File: src/hw/adc_seq_pkg.sv
// Behaviour
// (RULE1) Justify bit set selects right justification.
// (RULE2) Acquisition code maps to 0..20 bit periods.
// (RULE3) Clock code selects divider or RC source.
// (RULE4) RC source adds one instruction cycle delay.
// (RULE5) Conversion continues in sleep only on RC.
// (RULE6) Reset clears registers and aborts conversion.
// (RULE7) Completion loads result, clears go, flags.
// (RULE8) Nonzero code samples, then converts automatically.
// (RULE9) Code zero converts at once on go.
// (RULE10) Software times manual acquisition itself.
// (RULE11) Acquisition field resets to manual code.
// (RULE12) Sampling resumes after every conversion.
// (RULE13) No acquisition or conversion phase status shown.
// (RULE14) Conversion lasts thirteen bit periods.
// (RULE15) Bit six reads zero, ignores writes.
// (RULE16) Enabled trigger sets go and starts.
// (RULE17) Trigger ignored while converter disabled.
// (RULE18) Software go starts sequence while enabled.
// (RULE19) Unused result bits read zero.
// (RULE20) Divider derives bit periods, restarts per conversion.
package adc_seq_pkg;

  // ****************************************************************
  // Register map
  // ****************************************************************
  localparam logic [1:0] ADDR_CTRL0      = 2'h0;
  localparam logic [1:0] ADDR_ACQ_CLK    = 2'h1;
  localparam logic [1:0] ADDR_RES_HIGH   = 2'h2;
  localparam logic [1:0] ADDR_RES_LOW    = 2'h3;

  localparam int CTRL0_ENABLE_BIT = 0;
  localparam int CTRL0_GO_BIT     = 1;
  localparam int CTRL0_DONE_BIT   = 2;
  localparam int JUSTIFY_BIT      = 7;
  localparam int ACQ_LSB          = 3;
  localparam int CLK_LSB          = 0;

  localparam logic [7:0] ACQ_CLK_RESET = 8'h00;
  localparam logic [7:0] ACQ_CLK_MASK  = 8'hBF;

  // ****************************************************************
  // Timing
  // ****************************************************************
  localparam int CONV_BIT_PERIODS = 13;
  localparam int INSTR_CYCLE_NS   = 160;
  localparam int CLK_PERIOD_NS    = 4;
  localparam int INSTR_CYCLES     = (INSTR_CYCLE_NS + CLK_PERIOD_NS - 1) / CLK_PERIOD_NS;
  localparam int RC_HALF_DIV      = 313;
  localparam int DIV_W            = 10;

  typedef enum logic [2:0] {ST_SAMPLE, ST_RC_WAIT, ST_ACQUIRE, ST_CONVERT, ST_FINISH} seq_state_t;

  function automatic logic [4:0] acq_periods(input logic [2:0] code);
    unique case (code)
      3'h0: acq_periods = 5'd0;
      3'h1: acq_periods = 5'd2;
      3'h2: acq_periods = 5'd4;
      3'h3: acq_periods = 5'd6;
      3'h4: acq_periods = 5'd8;
      3'h5: acq_periods = 5'd12;
      3'h6: acq_periods = 5'd16;
      3'h7: acq_periods = 5'd20;
    endcase
  endfunction : acq_periods

  function automatic logic [DIV_W-1:0] clk_div(input logic [2:0] code);
    unique case (code)
      3'h0: clk_div = 10'd2;
      3'h1: clk_div = 10'd8;
      3'h2: clk_div = 10'd32;
      3'h4: clk_div = 10'd4;
      3'h5: clk_div = 10'd16;
      3'h6: clk_div = 10'd64;
      default: clk_div = 10'(2 * RC_HALF_DIV);
    endcase
  endfunction : clk_div

endpackage : adc_seq_pkg

File: src/hw/tick_if.sv
`timescale 1ns/1ps
interface tick_if;
  import adc_seq_pkg::*;
  logic             restart;
  logic [DIV_W-1:0] ratio;
  logic             tick;
  modport src (input restart, input ratio, output tick);
  modport dst (output restart, output ratio, input tick);
endinterface : tick_if
File: src/hw/adc_acquisition_sequencer.sv
// Our own choices: strobed register access and the placing of the registers.
`timescale 1ns/1ps
module adc_acquisition_sequencer
  import adc_seq_pkg::*;
#(
  parameter int RESULT_W = 12
) (
  input  wire logic       CLK_SYS,
  input  wire logic       RSTN,
  input  wire logic [1:0] ADDR,
  input  wire logic [7:0] WDATA,
  input  wire logic       WR,
  input  wire logic       RD,
  output logic      [7:0] RDATA,
  input  wire logic       TRIG_EVENT,
  input  wire logic       SLEEP,
  input  wire logic [11:0] SAR_RESULT,
  output logic            SAMPLING,
  output logic            CONV_RUN
);

  // The result pair packing below is written for exactly twelve result bits.
  if (RESULT_W != 12) begin : g_bad_result_w
    $error("Result width must be 12.");
  end

  // ****************************************************************
  // Registers
  // ****************************************************************
  logic       enable_r;
  logic       go_r;
  logic       done_flag_r;
  logic [7:0] acq_clk_r;
  logic [7:0] res_high_r;
  logic [7:0] res_low_r;
  logic [7:0] rdata_r;
  seq_state_t state_r;
  logic [4:0] period_cnt_r;
  logic [5:0] rc_wait_r;
  logic       sampling_r;
  logic       conv_run_r;
  logic       start;
  logic       finish;
  logic       is_rc;
  logic       clk_ok;
  logic [2:0] acq_code;

  tick_if tk ();

  adc_bit_clock u_bit_clock (
    .clk   (CLK_SYS),
    .rst_n (RSTN),
    .tk    (tk)
  );

  assign is_rc    = acq_clk_r[CLK_LSB+1] & acq_clk_r[CLK_LSB];
  assign acq_code = acq_clk_r[ACQ_LSB+2:ACQ_LSB];
  // The oscillator divider keeps counting in sleep but its ticks are ignored; only RC source ticks advance the sequence.
  assign clk_ok = is_rc | ~SLEEP; // RULE5
  assign tk.ratio   = clk_div(acq_clk_r[CLK_LSB+2:CLK_LSB]); // RULE3
  assign tk.restart = (state_r == ST_SAMPLE) | (state_r == ST_RC_WAIT);

  wire wr_ctrl0 = WR && (ADDR == ADDR_CTRL0);
  assign start  = enable_r && !go_r &&
                  ((wr_ctrl0 && WDATA[CTRL0_GO_BIT]) || TRIG_EVENT); // RULE16 RULE17 RULE18
  assign finish = (state_r == ST_FINISH);

  // ****************************************************************
  // Control registers
  // ****************************************************************
  always_ff @(posedge CLK_SYS or negedge RSTN) begin
    if (!RSTN) begin
      enable_r  <= 1'b0; // RULE6
      acq_clk_r <= ACQ_CLK_RESET; // RULE11
    end else begin
      if (wr_ctrl0) enable_r <= WDATA[CTRL0_ENABLE_BIT];
      if (WR && ADDR == ADDR_ACQ_CLK) acq_clk_r <= WDATA & ACQ_CLK_MASK; // RULE15
    end
  end

  // Go is held by hardware; software can clear it mid-conversion only by clearing enable.
  always_ff @(posedge CLK_SYS or negedge RSTN) begin
    if (!RSTN) begin
      go_r <= 1'b0;
    end else if (finish || !enable_r) begin
      go_r <= 1'b0; // RULE7
    end else if (start) begin
      go_r <= 1'b1; // RULE18
    end
  end

  // Set wins over a clear in the same cycle.
  always_ff @(posedge CLK_SYS or negedge RSTN) begin
    if (!RSTN) begin
      done_flag_r <= 1'b0;
    end else if (finish) begin
      done_flag_r <= 1'b1; // RULE7
    end else if (wr_ctrl0 && !WDATA[CTRL0_DONE_BIT]) begin
      done_flag_r <= 1'b0;
    end
  end

  // ****************************************************************
  // Sequencer
  // ****************************************************************
  always_ff @(posedge CLK_SYS or negedge RSTN) begin
    if (!RSTN) begin
      state_r      <= ST_SAMPLE;
      period_cnt_r <= '0;
      rc_wait_r    <= '0;
    end else if (!enable_r) begin
      state_r <= ST_SAMPLE; // RULE6
    end else begin
      unique case (state_r)
        ST_SAMPLE: begin
          period_cnt_r <= '0;
          rc_wait_r    <= '0;
          if (start) begin
            if (is_rc) state_r <= ST_RC_WAIT; // RULE4
            else if (acq_code == 3'h0) state_r <= ST_CONVERT; // RULE9
            else state_r <= ST_ACQUIRE; // RULE8
          end
        end
        ST_RC_WAIT: begin
          rc_wait_r <= rc_wait_r + 6'd1;
          if (rc_wait_r == 6'(INSTR_CYCLES - 1)) begin // RULE4
            if (acq_code == 3'h0) state_r <= ST_CONVERT; // RULE9
            else state_r <= ST_ACQUIRE; // RULE8
          end
        end
        ST_ACQUIRE: begin
          if (tk.tick && clk_ok) begin
            if (period_cnt_r == acq_periods(acq_code) - 5'd1) begin // RULE2 RULE8
              period_cnt_r <= '0;
              state_r      <= ST_CONVERT;
            end else begin
              period_cnt_r <= period_cnt_r + 5'd1;
            end
          end
        end
        ST_CONVERT: begin
          if (tk.tick && clk_ok) begin
            if (period_cnt_r == 5'(CONV_BIT_PERIODS - 1)) state_r <= ST_FINISH; // RULE14
            else period_cnt_r <= period_cnt_r + 5'd1;
          end
        end
        ST_FINISH: state_r <= ST_SAMPLE; // RULE12
      endcase
    end
  end

  // ****************************************************************
  // Result pair
  // ****************************************************************
  always_ff @(posedge CLK_SYS or negedge RSTN) begin
    if (!RSTN) begin
      res_high_r <= '0;
      res_low_r  <= '0;
    end else if (finish) begin // RULE7
      if (acq_clk_r[JUSTIFY_BIT]) begin // RULE1
        res_high_r <= {4'h0, SAR_RESULT[11:8]}; // RULE19
        res_low_r  <= SAR_RESULT[7:0];
      end else begin
        res_high_r <= SAR_RESULT[11:4];
        res_low_r  <= {SAR_RESULT[3:0], 4'h0}; // RULE19
      end
    end
  end

  // Only enable, go and done are visible; the phase is deliberately hidden.
  always_ff @(posedge CLK_SYS or negedge RSTN) begin
    if (!RSTN) begin
      rdata_r <= '0;
    end else if (RD) begin
      unique case (ADDR)
        ADDR_CTRL0:    rdata_r <= {5'h00, done_flag_r, go_r, enable_r}; // RULE13
        ADDR_ACQ_CLK:  rdata_r <= acq_clk_r & ACQ_CLK_MASK; // RULE15
        ADDR_RES_HIGH: rdata_r <= res_high_r;
        ADDR_RES_LOW:  rdata_r <= res_low_r;
      endcase
    end else begin
      rdata_r <= '0;
    end
  end

  always_ff @(posedge CLK_SYS or negedge RSTN) begin
    if (!RSTN) begin
      sampling_r <= 1'b0;
      conv_run_r <= 1'b0;
    end else begin
      sampling_r <= enable_r && (state_r != ST_CONVERT) && (state_r != ST_FINISH); // RULE12
      conv_run_r <= enable_r && (state_r == ST_CONVERT);
    end
  end

  assign RDATA    = rdata_r;
  assign SAMPLING = sampling_r;
  assign CONV_RUN = conv_run_r;

endmodule : adc_acquisition_sequencer

File: src/hw/adc_bit_clock.sv
`timescale 1ns/1ps
module adc_bit_clock
  import adc_seq_pkg::*;
(
  input wire logic clk,
  input wire logic rst_n,
  tick_if.src      tk
);

  logic [DIV_W-1:0] cnt_r;
  logic             tick_r;

  assign tk.tick = tick_r;

  // Restarting clears the phase so each conversion begins on a full period.
  always_ff @(posedge clk or negedge rst_n) begin
    if (!rst_n) begin
      cnt_r  <= '0;
      tick_r <= 1'b0;
    end else if (tk.restart) begin // RULE20
      cnt_r  <= '0;
      tick_r <= 1'b0;
    end else if (cnt_r >= tk.ratio - 10'd1) begin // RULE20
      cnt_r  <= '0;
      tick_r <= 1'b1;
    end else begin
      cnt_r  <= cnt_r + 10'd1;
      tick_r <= 1'b0;
    end
  end

endmodule : adc_bit_clock

File: config.mk
export PLATFORM = sky130hd
export DESIGN_NAME = adc_acquisition_sequencer
export DESIGN_NICKNAME = d
export VERILOG_FILES = /design/src/hw/adc_seq_pkg.sv /design/src/hw/tick_if.sv /design/src/hw/adc_acquisition_sequencer.sv /design/src/hw/adc_bit_clock.sv
export SDC_FILE = /design/constraint.sdc
export NUM_CORES = 1
export LEC_CHECK = 0
export ABC_AREA = 1
export CAP_MARGIN = 40
export CORE_MARGIN = 8
export CORE_UTILIZATION = 35
export CTS_BUF_LIST = sky130_fd_sc_hd__clkbuf_2
export CTS_CLUSTER_DIAMETER = 150
export DETAILED_ROUTE_END_ITERATION = 7
export DONT_BUFFER_PORTS = 1
export SYNTH_ARGS = -nofsm -noshare
export SYNTH_HDL_FRONTEND = slang
export SYNTH_SLANG_ARGS = --single-unit
File: constraint.sdc
create_clock -name CLK_SYS -period 5.6 [get_ports CLK_SYS]
set_clock_uncertainty 0.2 [all_clocks]
set_input_delay 1.12 -clock CLK_SYS [delete_from_list [all_inputs] [get_ports CLK_SYS]]
set_output_delay 1.12 -clock CLK_SYS [all_outputs]
set_load 0.02 [all_outputs]
After elaboration in Yosys (flattened, before gate mapping) --
Memory sizes are Yosys's and may differ from the RTL's. Cells that the tools add are included.
Word-level totals: flip-flop bits (word level) 61, memory bits (read-only) 32, input bits 28, logic and storage cells 109, memories kept 1
Memories:
- (name not given) | depth 8, bits a word 4, read ports 1, clocked after Yosys merged registers in 0, write ports 0, RTL line adc_seq_pkg.sv:55 | unique case (code)
Cells by class: add/sub/neg operators 5, order comparisons 1, equality and inequality tests 26, mux-type cells 32, bitwise logic cells 4, reduce and logical (&&, ||, !) cells 26
Operators with widths (number):
- $pmux W10 S6 | 1
- $mux W5 | 7
- $pmux W8 S4 | 1
- $mux W8 | 3
- $mux W3 | 7
- $mux W10 | 2
- $ne A3 B3 Y1 const B | 6
- $pmux W3 S5 | 1
- $pmux W5 S3 | 1
- $eq A3 B3 Y1 const B | 4
- $pmux W6 S2 | 1
- $add A10 B1 Y10 const B | 1
- $ge A10 B10 Y1 | 1
- $logic_and A1 B1 Y1 | 10
- $sub A10 B1 Y10 const B | 1
- $eq A3 B2 Y1 const B | 3
- $logic_not A3 Y1 | 3
- $mux W1 | 7
- $add A6 B1 Y6 const B | 1
- $eq A3 B1 Y1 const B | 2
- $eq A6 B6 Y1 const B | 1
- $ne A2 B2 Y1 const B | 3
- $ne A3 B2 Y1 const B | 2
- $reduce_and A6 Y1 | 1
- 17 further kinds | 24

Longest topological paths before layout --
word-level depth 12, depth in mapped cells 13, gate-level depth less buffers 13

By module --
From an unflattened synthesis, not the netlist that was laid out.
Unflattened totals: cells, all modules 470, area total of the unflattened synthesis 3565.9 µm²
By module, submodules not included:
- adc_acquisition_sequencer | instances 1, cells an instance 350, area each 2641.3 µm², sequential area each 1251.2 µm²
- adc_bit_clock | instances 1, cells an instance 120, area each 924.6 µm², sequential area each 275.3 µm²

Least setup slack after synthesis --
OpenSTA, ideal clock, no wires.
kind flip-flop to flip-flop, from register acq_clk_r[0], to register u_bit_clock.cnt_r[9], arrival time 1.894 ns, required time 5.279 ns, setup slack 3.385 ns, stages on the path, launching flop included 14, cells stage by stage dfrtp_1 > inv_1 > ha_1 > nor2_1 > nand2_1 > inv_1 > o211ai_1 > ha_1 > nand2_1 > nor2_1 > nand3b_1 > o2111ai_1 > buf_2 > nor2_1
Between the ends: longest elaborated chain between the ends 6
Ends and longest elaborated chain:
- start: declaration | RTL line adc_acquisition_sequencer.sv:33 | logic [7:0] acq_clk_r;
- start signal: assignment | RTL line adc_acquisition_sequencer.sv:77 | if (WR && ADDR == ADDR_ACQ_CLK) acq_clk_r <= WDATA & ACQ_CLK_MASK;
- $eq A3 B3 Y1 (tied with other cells) | RTL line adc_seq_pkg.sv:68 | unique case (code)
- $pmux W10 S6 * | RTL line adc_seq_pkg.sv:68
- $sub A10 B1 Y10 * | RTL line adc_bit_clock.sv:23 | end else if (cnt_r >= tk.ratio - 10'd1) begin
- $ge A10 B10 Y1 * | RTL line adc_bit_clock.sv:23
- $mux W10 * | RTL line adc_bit_clock.sv:23
- $mux W10 * | RTL line adc_bit_clock.sv:20 | end else if (tk.restart) begin
- end signal: assignment | RTL line adc_bit_clock.sv:27 | cnt_r <= cnt_r + 10'd1;
- end: declaration | RTL line adc_bit_clock.sv:10 | logic [DIV_W-1:0] cnt_r;
Mark *: on every way between the ends. The rest lies on a longest branch, timed or not. A chain may end at the register's enable or synchronous reset.

Worst setup path in the final report --
from register acq_clk_r[1], to register u_bit_clock.tick_r, in the netlist u_bit_clock.tk.tick
Between the ends: longest elaborated chain between the ends 6
Ends and longest elaborated chain:
- $eq A3 B3 Y1 (tied with other cells) | RTL line adc_seq_pkg.sv:68
- $pmux W10 S6 * | RTL line adc_seq_pkg.sv:68
- $sub A10 B1 Y10 * | RTL line adc_bit_clock.sv:23
- $ge A10 B10 Y1 * | RTL line adc_bit_clock.sv:23
- $mux W1 * | RTL line adc_bit_clock.sv:23
- $mux W1 * | RTL line adc_bit_clock.sv:20
- end signal: assignment | RTL line adc_bit_clock.sv:19 | tick_r <= 1'b0;
- end signal: assignment | RTL line adc_bit_clock.sv:22 | tick_r <= 1'b0;
- end signal: assignment | RTL line adc_bit_clock.sv:25 | tick_r <= 1'b1;
- end: declaration | RTL line adc_bit_clock.sv:11 | logic tick_r;
Marks and branches as above.

==> reports/metrics.cfg <==
[status]
status=finished, final reports clean

[clock_network]
hold_buffers=0
cts_root_buffer=clkbuf_2
cts_made_buffers=9
cts_tree=yes
cts_resized=0
cts_htree_levels=3
clockBufferDepth=2
cts_sinks=61
clk_latency_ns=0.51
cts_setup_buffers=0
cts.clk_slew.worst_paths_ns=0.20

[setup_path]
arrival_ns=2.97
cp_slowest_cell=o2111ai_1
crit_buf_inv=3
crit_family=compound AO/OA/AOI/OAI gates
end_kind=register
critPathMaxFanout=11
critical_path_class=reg -> reg
max_stage_delay_ns=0.72
crit_path_start_kind=register
cp.required_ns=5.83
crit_chain=inv_1 -> ha_1 -> nor2_1 -> nand2_1 -> inv_1 -> o211ai_1 -> ha_1 -> nand2_1 -> o2111ai_1 -> nand2_1 -> inv_1

[run]
max_cap_viol_count=0

[drt]
firstDrtPassIters=4
drt-total-wl_mm=7.80
num_vias=2840
ant_nets=0
wl_per_cell_um=13.5
vias_per_cell=4.91
first_iter_violations=104
drc=0

[placed_design]
routabilityCongestion=0.833
hpwl_mm=5.91
port_buffers=0
post-place-ws_ns=2.86
placed_cells=563

[synth]
synth_cells=439
synthAdderAreaFrac=0.0728
synth_top_family_by_area=simple AND/OR/NAND/NOR gates
synth-compound-area-share=0.130
ys_seq_area_frac=0.444
synth_edf_count=0
syn_area_sq_um=3440
syn-num-nets=487
synth_mux_area_frac=0.00328
ys_async_sr_fraction=1.00
ys_ff_latch=61
synth_cell_types=38
syn_area_per_cell_sq_um=7.83
synth_xor_xnor_area_share=0.00255
ys.warnings.count=0
synth_ff_type=dfrtp_1
synth-simple-area-share=0.264

[final_layout]
final_cells=579
drive_gt1_frac=0.0740
fillers=1039
area_growth_pct=7.02
diodes=0
final_common_cell=nand2_1
regArea_sq_um=1530
mostFrequentLayoutCells=nand2_1, dfrtp_1, inv_1
fin_nets=489
multi_input_area_sq_um=1630

[grt]
grt_max_degree=62
grtUsageMet3=0.0357
gr-total-overflow=0
track_usage=0.129
antenna_found_initial=0
use_met1=0.158
grt_first_pass_wirelength_mm=13.5
grt_pass1_vias=2821
grt.met2_usage=0.210
busiest_layer=met2

[sta]
timing.setup.tns_ns=0
setup_ws_ns=2.85
fin_crit_sh=0.491
finalSetupViolCount=0
finalHoldViolCount=0
worstMarginPinSlew_ns=0.870
finalMaxSlewViolations=0
slew_headroom=0.419
fin_crit_ns=2.75
max_clock_freq_ghz=0.364
rsz0062_at_grt=false

[floorplanning]
start_util=0.357
fp.dieArea_sq_um=13300
core_area_sq_um=9640
std_cell_rows=36
ioPinCount=38
fp.dieW_um=115
dieHeight_um=115

[min_path]
min-delay-path-class=in -> async

[pwr]
ir_drop_mv=0.187
cellLeakagePower_uw=0.00184
pwr_density_cell_nw_per_um2=352

power by group:
group          leakage [uW]  switching [uW]  internal, uW  total, uW
Sequential         0.000749            88.5           529        618
Combinational       0.00101             231           126        358
Clock             0.0000772             169           149        318
Total               0.00184             489           805       1290
state kept, by name, indices dropped and copies added (netlist names), 3 cells and up:
register and flops:
RDATA 8, acq_clk_r 7, period_cnt_r 5, rc_wait_r 6, res_high_r 8, res_low_r 8
state_r 3, u_bit_clock.cnt_r 10
through the flow:
stage / area, sq um / util / total power, uW / hold slack [ns]
final: 3680 / 0.382 / 1290 / 0.0656
after global routing: 3680 / 0.382 / 1400 / 0.0203
after CTS: 3680 / 0.382 / 1300 / 0.0489
after detailed placement: 3550 / 0.368 / 984 / 0.275
after global placement: 3550 / 0.368 / 970 / 0.266
after floorplan: 3440 / - / 901 / 0.253
cells by family (layout without fill, tap and decap cells):
kind of cell | count (synthesis) | in the layout
XOR/XNOR | 1 | 1
flip-flops | 61 | 61
adder cells (fa/ha/maj) | 20 | 20
buffers and inverters | 70 | 77
other | 1 | 1
AO/OA/AOI/OAI | 76 | 76
multiplexers | 1 | 1
AND/OR/NAND/NOR | 209 | 209
routing by layer:
layer | wire length (um) | part of all wire
met1 | 3640 | 0.47
met2 | 3640 | 0.47
met3 | 373 | 0.048
met4 | 144 | 0.018
met5 | 0 | 0
Yosys cell counts (2+ instances only):
cell        n  area share
nand3_1    30       0.044
o21bai_1    2      0.0044
nand4_1     7       0.013
nor2_2      4      0.0073
inv_2       4      0.0044
buf_2       5      0.0073
o21ai_1     2      0.0029
nor3_1      5      0.0073
nor2_1     42       0.046
dfrtp_1    61        0.44
a31oi_1     9       0.016
nor2_4      3      0.0098
ha_1       20       0.073
clkbuf_1    2      0.0022
nand2_1   112        0.12
o211ai_1    6       0.013
inv_1      56       0.061
o21ai_0    24       0.035
a221oi_1    2      0.0051
a21oi_1    24       0.035
nand3_2     2      0.0058
final timing paths:
kind / slack [ns] / endpoint / cells past startpoint / start
worst max-delay path: 2.85 / u_bit_clock.tk.tick / 11 / acq_clk_r[1]
worst min-delay path: 0.07 / u_bit_clock.cnt_r[4] / 0 / RSTN
worst max register to register: 2.85 / u_bit_clock.tk.tick / 11 / acq_clk_r[1]
worst min register to register: 0.31 / res_high_r[6] / 2 / res_high_r[6]
max in group asynchronous: 4.99 / res_high_r[1] / 0 / RSTN
min in group CLK_SYS: 0.31 / res_high_r[6] / 2 / res_high_r[6]
cell type report:
class,count,area share
well taps,133,0.0452
multi-input cells,308,0.442
clock inverters,5,0.0204
clock buffers,11,0.0150
inverters,61,0.0622
flip-flops and latches,61,0.415
worst register-to-register path: cells and delay by family, from the launching register on:
kind,cells,cell delay (ns)
AOI/OAI and AO/OA,2,0.81
adders and majority gates,2,0.51
buffers and inverters,3,0.30
DFF,1,0.47
and+or+nand+nor,4,0.36
Power figures use the tool's default switching activity.
